File: config.mk
export PLATFORM = sky130hd
export DESIGN_NAME = nppf_target
export DESIGN_NICKNAME = d
export VERILOG_FILES = /design/src/verilog/nppf_pkg.sv /design/src/verilog/nppf_addr_cap.sv /design/src/verilog/nppf_target.sv
export SDC_FILE = /design/constraint.sdc
export NUM_CORES = 1
export LEC_CHECK = 0
export BUFFER_PORTS_ARGS = -buffer_cell sky130_fd_sc_hd__buf_2
export CAP_MARGIN = 20
export CORE_MARGIN = 2
export CORE_UTILIZATION = 30
export DETAILED_ROUTE_END_ITERATION = 7
export PLACE_DENSITY = 0.51
export SLEW_MARGIN = 20
export SYNTH_ARGS = -nofsm -noshare
export SYNTH_HDL_FRONTEND = slang
export SYNTH_SLANG_ARGS = --single-unit
File: constraint.sdc
create_clock -name clk -period 1.7 [get_ports clk]
set_input_delay 0.34 -clock clk [delete_from_list [all_inputs] [get_ports clk]]
set_output_delay 0.34 -clock clk [all_outputs]
set_load 0.01 [all_outputs]
File: src/verilog/nppf_pkg.sv
// Constants and types for the page program target state machine
package nppf_pkg;
	localparam int            NPPF_ADDR_CYCLES = 5;
	localparam int            NPPF_COL_CYCLES  = 2;
	localparam int            NPPF_LUN_BITS    = 2;
	localparam int            NPPF_LUN_COUNT   = 4;
	localparam int            NPPF_PLANE_BITS  = 2;
	localparam int            NPPF_LUN_POS     = 22;
	localparam int            NPPF_PLANE_POS   = 0;
	localparam logic [2:0]    NPPF_ACNT_RST    = 3'h0;
	localparam logic [7:0]    NPPF_CMD_SETUP   = 8'h80;
	localparam logic [7:0]    NPPF_CMD_CONFIRM = 8'h10;
	localparam logic [7:0]    NPPF_CMD_MPLANE  = 8'h11;
	localparam logic [7:0]    NPPF_CMD_CACHE   = 8'h15;
	localparam logic [7:0]    NPPF_CMD_COLCHG  = 8'h85;
	localparam logic [7:0]    NPPF_LASTCMD_RST = 8'h00;
	localparam logic [39:0]   NPPF_ADDR_RST    = 40'h0000_0000_00;
	localparam logic [15:0]   NPPF_DATA_RST    = 16'h0000;
	localparam logic [NPPF_LUN_BITS-1:0] NPPF_LUN_RST = 2'h0;

	typedef enum logic [3:0] {
		NPPF_IDLE        = 4'b0000,
		NPPF_PROG_ENTRY  = 4'b0001,
		NPPF_CB_ENTRY    = 4'b0010,
		NPPF_ADDR_WAIT   = 4'b0011,
		NPPF_ADDR_CAP    = 4'b0100,
		NPPF_UNIT_ISSUE  = 4'b0101,
		NPPF_DATA_WAIT   = 4'b0110,
		NPPF_DATA_FWD    = 4'b0111,
		NPPF_CONF_FWD    = 4'b1000,
		NPPF_MPL_WAIT    = 4'b1001,
		NPPF_COL_CHANGE  = 4'b1010
	} nppf_state_t;
endpackage : nppf_pkg

File: src/verilog/nppf_addr_cap.sv
// Address cycle collector for the program sequence
`timescale 1ns/10ps
module nppf_addr_cap
	import nppf_pkg::*;
(
	input  wire logic        clk,
	input  wire logic        rst,
	input  wire logic        clear,
	input  wire logic        store,
	input  wire logic [7:0]  addr_byte,
	output logic             done,
	output logic [39:0]      addr
);
	logic [2:0]  cnt_r;
	logic [2:0]  cnt_nxt;
	logic [39:0] addr_r;
	logic [39:0] addr_nxt;
	wire         last_cycle = (cnt_r == 3'(NPPF_ADDR_CYCLES - 1));

	assign cnt_nxt  = clear ? NPPF_ACNT_RST : (store ? cnt_r + 3'h1 : cnt_r);
	assign addr_nxt = addr_r | (40'(addr_byte) << {cnt_r, 3'h0});
	assign done     = last_cycle;
	assign addr     = addr_r;

	always_ff @(posedge clk) begin
		if (rst) begin
			cnt_r  <= NPPF_ACNT_RST;
			addr_r <= NPPF_ADDR_RST;
		end else begin
			cnt_r <= cnt_nxt;
			if (clear)
				addr_r <= NPPF_ADDR_RST;
			else if (store)
				addr_r <= addr_nxt;
		end
	end
endmodule : nppf_addr_cap

File: src/verilog/nppf_target.sv
// Target state machine for page program and cache program sequences
`timescale 1ns/10ps
module nppf_target
	import nppf_pkg::*;
(
	input  wire logic                      clk,
	input  wire logic                      rst,
	input  wire logic                      prog_start,
	input  wire logic                      copyback_start,
	input  wire logic                      copyback_flag,
	input  wire logic                      clear_enh_enable,
	input  wire logic                      ready_busy_out,
	input  wire logic                      status_flag_clear,
	input  wire logic                      cmd_valid,
	input  wire logic [7:0]                cmd_byte,
	input  wire logic                      addr_valid,
	input  wire logic [7:0]                addr_byte,
	input  wire logic                      data_valid,
	input  wire logic [15:0]               data_word,
	output logic [7:0]                     last_command_var,
	output logic                           status_enh_required_flag,
	output logic [NPPF_LUN_BITS-1:0]       selected_lun,
	output logic [NPPF_LUN_COUNT-1:0]      lun_clear_all,
	output logic                           lun_clear_plane,
	output logic [NPPF_PLANE_BITS-1:0]     lun_clear_plane_addr,
	output logic                           lun_prog_issue,
	output logic [39:0]                    lun_prog_addr,
	output logic                           lun_data_valid,
	output logic [15:0]                    lun_data,
	output logic                           lun_cmd_valid,
	output logic [7:0]                     lun_cmd,
	output logic [3:0]                     state_out
);
	nppf_state_t                  state_r;
	nppf_state_t                  state_nxt;
	logic [7:0]                   last_cmd_r;
	logic                         stat_req_r;
	logic [NPPF_LUN_BITS-1:0]     lun_r;
	logic [NPPF_LUN_COUNT-1:0]    clr_all_r;
	logic                         clr_plane_r;
	logic [NPPF_PLANE_BITS-1:0]   clr_plane_addr_r;
	logic                         issue_r;
	logic [39:0]                  issue_addr_r;
	logic                         dval_r;
	logic [15:0]                  data_r;
	logic [15:0]                  data_hold_r;
	logic                         cval_r;
	logic [7:0]                   cmd_r;
	logic [7:0]                   cmd_hold_r;
	logic                         addr_done;
	logic [39:0]                  addr_full;

	// Command code match, shared by the data wait decode and the confirm routing
	function automatic logic nppf_cmd_is(input logic [7:0] code, input logic [7:0] op);
		return (code == op);
	endfunction : nppf_cmd_is

	wire in_prog    = (state_r == NPPF_PROG_ENTRY);
	wire in_cb      = (state_r == NPPF_CB_ENTRY);
	wire in_addr    = (state_r == NPPF_ADDR_CAP);
	wire in_issue   = (state_r == NPPF_UNIT_ISSUE);
	wire in_dwait   = (state_r == NPPF_DATA_WAIT);
	wire in_conf    = (state_r == NPPF_CONF_FWD);
	wire in_dfwd    = (state_r == NPPF_DATA_FWD);
	wire busy_low   = ~ready_busy_out;
	wire stat_set   = (in_prog | in_cb) & busy_low;
	wire is_conf    = nppf_cmd_is(cmd_byte, NPPF_CMD_CONFIRM) | nppf_cmd_is(cmd_byte, NPPF_CMD_MPLANE);
	wire is_cache   = nppf_cmd_is(cmd_byte, NPPF_CMD_CACHE) & ~copyback_flag;
	wire is_colchg  = nppf_cmd_is(cmd_byte, NPPF_CMD_COLCHG);
	wire held_mpl   = nppf_cmd_is(cmd_hold_r, NPPF_CMD_MPLANE);
	wire [NPPF_LUN_BITS-1:0]   row_lun   = addr_full[NPPF_LUN_POS +: NPPF_LUN_BITS];
	wire [NPPF_PLANE_BITS-1:0] row_plane = addr_full[NPPF_PLANE_POS + 8*NPPF_COL_CYCLES +: NPPF_PLANE_BITS];
	wire addr_clear = in_prog | in_cb;
	wire addr_store = in_addr;

	nppf_addr_cap u_addr (
		.clk       (clk),
		.rst       (rst),
		.clear     (addr_clear),
		.store     (addr_store),
		.addr_byte (cmd_hold_r),
		.done      (addr_done),
		.addr      (addr_full)
	);

	always_comb begin
		state_nxt = state_r;
		case (state_r)
			NPPF_IDLE: begin
				if (prog_start)
					state_nxt = NPPF_PROG_ENTRY;
				else if (copyback_start)
					state_nxt = NPPF_CB_ENTRY;
			end
			NPPF_PROG_ENTRY: state_nxt = NPPF_ADDR_WAIT;
			NPPF_CB_ENTRY:   state_nxt = NPPF_ADDR_WAIT;
			NPPF_ADDR_WAIT: begin
				if (addr_valid)
					state_nxt = NPPF_ADDR_CAP;
			end
			NPPF_ADDR_CAP: begin
				if (addr_done)
					state_nxt = NPPF_UNIT_ISSUE;
				else
					state_nxt = NPPF_ADDR_WAIT;
			end
			NPPF_UNIT_ISSUE: state_nxt = NPPF_DATA_WAIT;
			NPPF_DATA_WAIT: begin
				if (data_valid)
					state_nxt = NPPF_DATA_FWD;
				else if (cmd_valid & (is_conf | is_cache))
					state_nxt = NPPF_CONF_FWD;
				else if (cmd_valid & is_colchg)
					state_nxt = NPPF_COL_CHANGE;
			end
			NPPF_DATA_FWD: state_nxt = NPPF_DATA_WAIT;
			NPPF_CONF_FWD: begin
				if (held_mpl)
					state_nxt = NPPF_MPL_WAIT;
				else
					state_nxt = NPPF_IDLE;
			end
			NPPF_MPL_WAIT:   state_nxt = NPPF_MPL_WAIT;
			NPPF_COL_CHANGE: state_nxt = NPPF_COL_CHANGE;
			default:         state_nxt = NPPF_IDLE;
		endcase
		if (prog_start & (state_r == NPPF_MPL_WAIT | state_r == NPPF_COL_CHANGE))
			state_nxt = NPPF_PROG_ENTRY;
	end

	always_ff @(posedge clk) begin
		if (rst) begin
			state_r    <= NPPF_IDLE;
			last_cmd_r <= NPPF_LASTCMD_RST;
			stat_req_r <= 1'b0;
			cmd_hold_r <= NPPF_LASTCMD_RST;
			data_hold_r <= NPPF_DATA_RST;
		end else begin
			state_r <= state_nxt;
			if (in_prog)
				last_cmd_r <= NPPF_CMD_SETUP;
			if (stat_set)
				stat_req_r <= 1'b1;
			else if (status_flag_clear)
				stat_req_r <= 1'b0;
			if (addr_valid & (state_r == NPPF_ADDR_WAIT))
				cmd_hold_r <= addr_byte;
			else if (cmd_valid & in_dwait)
				cmd_hold_r <= cmd_byte;
			if (data_valid & in_dwait)
				data_hold_r <= data_word;
		end
	end

	always_ff @(posedge clk) begin
		if (rst) begin
			lun_r            <= NPPF_LUN_RST;
			clr_all_r        <= '0;
			clr_plane_r      <= 1'b0;
			clr_plane_addr_r <= '0;
			issue_r          <= 1'b0;
			issue_addr_r     <= NPPF_ADDR_RST;
			dval_r           <= 1'b0;
			data_r           <= NPPF_DATA_RST;
			cval_r           <= 1'b0;
			cmd_r            <= NPPF_LASTCMD_RST;
		end else begin
			clr_all_r   <= {NPPF_LUN_COUNT{in_prog & ~clear_enh_enable}};
			clr_plane_r <= in_issue & clear_enh_enable;
			issue_r     <= in_issue;
			dval_r      <= in_dfwd;
			cval_r      <= in_conf;
			if (in_issue) begin
				lun_r            <= row_lun;
				clr_plane_addr_r <= row_plane;
				issue_addr_r     <= addr_full;
			end
			if (in_dfwd)
				data_r <= data_hold_r;
			if (in_conf)
				cmd_r <= cmd_hold_r;
		end
	end

	assign last_command_var         = last_cmd_r;
	assign status_enh_required_flag = stat_req_r;
	assign selected_lun             = lun_r;
	assign lun_clear_all            = clr_all_r;
	assign lun_clear_plane          = clr_plane_r;
	assign lun_clear_plane_addr     = clr_plane_addr_r;
	assign lun_prog_issue           = issue_r;
	assign lun_prog_addr            = issue_addr_r;
	assign lun_data_valid           = dval_r;
	assign lun_data                 = data_r;
	assign lun_cmd_valid            = cval_r;
	assign lun_cmd                  = cmd_r;
	assign state_out                = state_r;
endmodule : nppf_target

==> impl_metrics.json <==
{
  "status": "finished clean",
  "crit_path_end_kind": "register",
  "final_common_cell": "nand2_1",
  "setup.worst_path.start_class": "register",
  "finalClockSkew_ns": 0.01534,
  "arrival_ns": 1.97,
  "pwr-share-seq": 0.431,
  "holdWs_ns": 0.1011,
  "final_cell_mix": "nand2_1, dfxtp_1, a21oi_1",
  "dr.pass1.iters": 4,
  "timing.max_cap.violations": 0,
  "pin_count": 132,
  "io_buffers": 124,
  "cts_root_buf": "clkbuf_16",
  "p_leak_uw": 0.002789,
  "nets": 832,
  "ys_types": 44,
  "synthesis.area_sq_mm": 0.005373,
  "cts_tree": "yes",
  "wl_per_cell_microns": 14.30,
  "grt_max_degree": 48,
  "coreArea_sq_mm": 0.01742,
  "cts_made_buffers": 17,
  "start_util": 0.3085,
  "first_iter_violations": 221,
  "finalWorstPathRequiredPeriod_ns": 1.619,
  "clkLatencyLatePin_ns": 0.41,
  "drc": 0,
  "diodes": 0,
  "die_h_microns": 137.8,
  "syn_area_per_cell_sq_um": 8.140,
  "ir_worst_vdd_uv": 823.2,
  "p_clk_frac": 0.448,
  "cts_max_level": 4,
  "setup_violations": 0,
  "grt-ovfl-total": 0,
  "dieWidth_microns": 137.8,
  "area.growth.synth_to_final_pct": 29.34,
  "worstSetupPathType": "reg2reg",
  "cts_buffer_depth": 2,
  "hp-class": "in2reg",
  "place_congestion": 0.8339,
  "drive_gt1_frac": 0.2553,
  "p_switching_uw": 2010,
  "sw_frac_of_total": 0.2533,
  "dp_hpwl_microns": 9963,
  "ant_nets": 0,
  "vias": 4653,
  "critPathMaxFanout": 15,
  "finalHoldViolCount": 0,
  "yosysWarningCount": 0,
  "cts.clk_slew.worst_paths_ns": 0.06,
  "timing.fmax_mhz": 617.6,
  "grt_use_total": 0.1592,
  "antenna_found_initial": 0,
  "dieArea_sq_mm": 0.01900,
  "cts_sinks": 142,
  "cellPowerDensity_mw_per_mm2": 1142,
  "combPwrFrac": 0.121,
  "required_ns": 2.05,
  "final.period_utilization": 0.9525,
  "ys_ff_latch": 142,
  "ys_seq_area_frac": 0.5291,
  "grt_pass1_wl_microns": 23210,
  "synth_cells": 660,
  "finalMaxSlewViolations": 0,
  "finalPower_uw": 7933,
  "vias_per_cell": 4.544,
  "intPower_uw": 5923,
  "wl_microns": 14650,
  "rows": 48,
  "grt_pass1_vias": 4385
}
[stage by stage]
stage | setup TNS (ns) | area, sq um | std cells | utilization | setup slack [ns]
finish | 0 | 6949 | 1024 | 0.3990 | 0.08081
global route | -0.06336 | 6949 | 1024 | 0.3990 | -0.01901
CTS | 0 | 6904 | 1021 | 0.3964 | 0.007735
detailed placement | 0 | 6334 | 990 | 0.3636 | 0.04244
global placement | 0 | 6334 | 990 | 0.3636 | 0.07910
floorplan | 0 | 5395 | 666 | - | 0.09442
[Yosys cell counts]
library cell,n,area [sq um]
nor3_4,4,65.06
nor2_1,69,259.0
a41o_1,1,10.01
a211oi_1,1,7.510
buf_4,15,112.6
conb_1,1,3.750
nor4b_1,2,17.52
nor4_4,1,21.27
mux2i_1,1,10.01
nand3b_1,1,7.510
a2bb2oi_1,1,8.760
nor3_1,3,15.01
o211ai_1,2,15.01
a32oi_1,1,8.760
nor2b_1,2,12.51
xnor2_1,1,8.760
o21a_1,2,15.01
inv_2,1,3.750
and2_1,2,12.51
a41oi_1,1,8.760
nor4b_2,1,15.01
o22ai_1,1,6.260
or2b_1,1,7.510
nor4_1,2,12.51
nand2b_1,5,31.28
buf_2,22,110.1
xor2_1,1,8.760
a21o_1,2,15.01
nand3_1,11,55.05
clkbuf_1,23,86.33
o21ai_0,2,10.01
buf_6,2,22.52
a311oi_1,10,87.58
and3_1,3,18.77
nand2_1,180,675.7
inv_1,6,22.52
a31oi_1,3,18.77
nand2_2,1,6.260
ha_1,2,25.02
o31a_1,1,8.760
dfxtp_1,142,2843
nand2b_4,1,13.76
a21oi_1,125,625.6
nor4b_4,1,23.77
[power groups by stage]
stage / registers (uW) / clock network (uW) / logic (uW)
after floorplan: 3500 / 0 / 572
after global placement: 3490 / 0 / 961
after detailed placement: 3490 / 0 / 955
after CTS: 3420 / 3640 / 958
after global routing: 3420 / 3810 / 1050
final: 3420 / 3560 / 958
[kinds of logic after synthesis]
logic type	Yosys count	synth area share
AOI/OAI and AO/OA	153	0.1574
xor gates and xnor gates	2	0.003261
adders and majority gates	2	0.004657
buffers and inverters	69	0.06660
DFF	142	0.5291
muxes	1	0.001863
other	1	0.0006980
and+or+nand+nor	290	0.2364
[path summary, 6_finish.rpt]
path | startpoint | to | slack, ns | depth (start not counted)
max | state_out[3] | u_addr.addr[18] | 0.08 | 8
min | clear_enh_enable | lun_clear_all[0] | 0.10 | 2
max reg2reg | state_out[3] | u_addr.addr[18] | 0.08 | 8
min reg2reg | lun_prog_addr[8] | lun_prog_addr[8] | 0.45 | 2
[timing repair]
item                       in CTS  in global routing
hold endpoints to repair        0                  0
resized for setup               0                  2
setup endpoints to repair       0                 44
hold buffers                    0                  0
buffers inserted                0                  3
[per-layer routing]
metal | vias up | GRT usage | share of wire
met5 | - | 0 | 0
met4 | 0 | 0.05612 | 0.0096
met3 | 13 | 0.05114 | 0.063
met2 | 94 | 0.2460 | 0.45
met1 | 2127 | 0.2087 | 0.48
li1 | 2419 | - | -
[state kept, by name (all words and copies together) (netlist names)]
| name | count |
|---|---|
| lun_clear_plane | 1 |
| cmd_hold_r | 8 |
| lun_prog_issue | 1 |
| u_addr.addr | 40 |
| lun_cmd | 8 |
| lun_data_valid | 1 |
| lun_data | 16 |
| lun_prog_addr | 38 |
| lun_clear_all | 1 |
| lun_clear_plane_addr | 1 |
| selected_lun | 1 |
| u_addr.cnt_r | 3 |
| last_command_var | 1 |
| data_hold_r | 16 |
| state_out | 4 |
| status_enh_required_flag | 1 |
| lun_cmd_valid | 1 |
[area by class of cell]
class | instances | area [sq um]
fillers | 1827 | 10470
flip-flops and latches | 142 | 2843
multi-input cells | 455 | 2205
repair buffers | 164 | 1023
clock buffers | 23 | 488.0
well taps | 225 | 281.5
clock inverters | 8 | 82.58
inverters | 7 | 26.28
[worst max-delay path: stages (launching register included)]
cell and delay (ns):
dfxtp_1 0.32, buf_12 0.15, nor4b_4 0.27, buf_4 0.18, nand2b_4 0.11, nor3_4 0.23, buf_12 0.14, a21oi_1 0.06
nor2_1 0.09
Power figures use the tool's default switching activity.
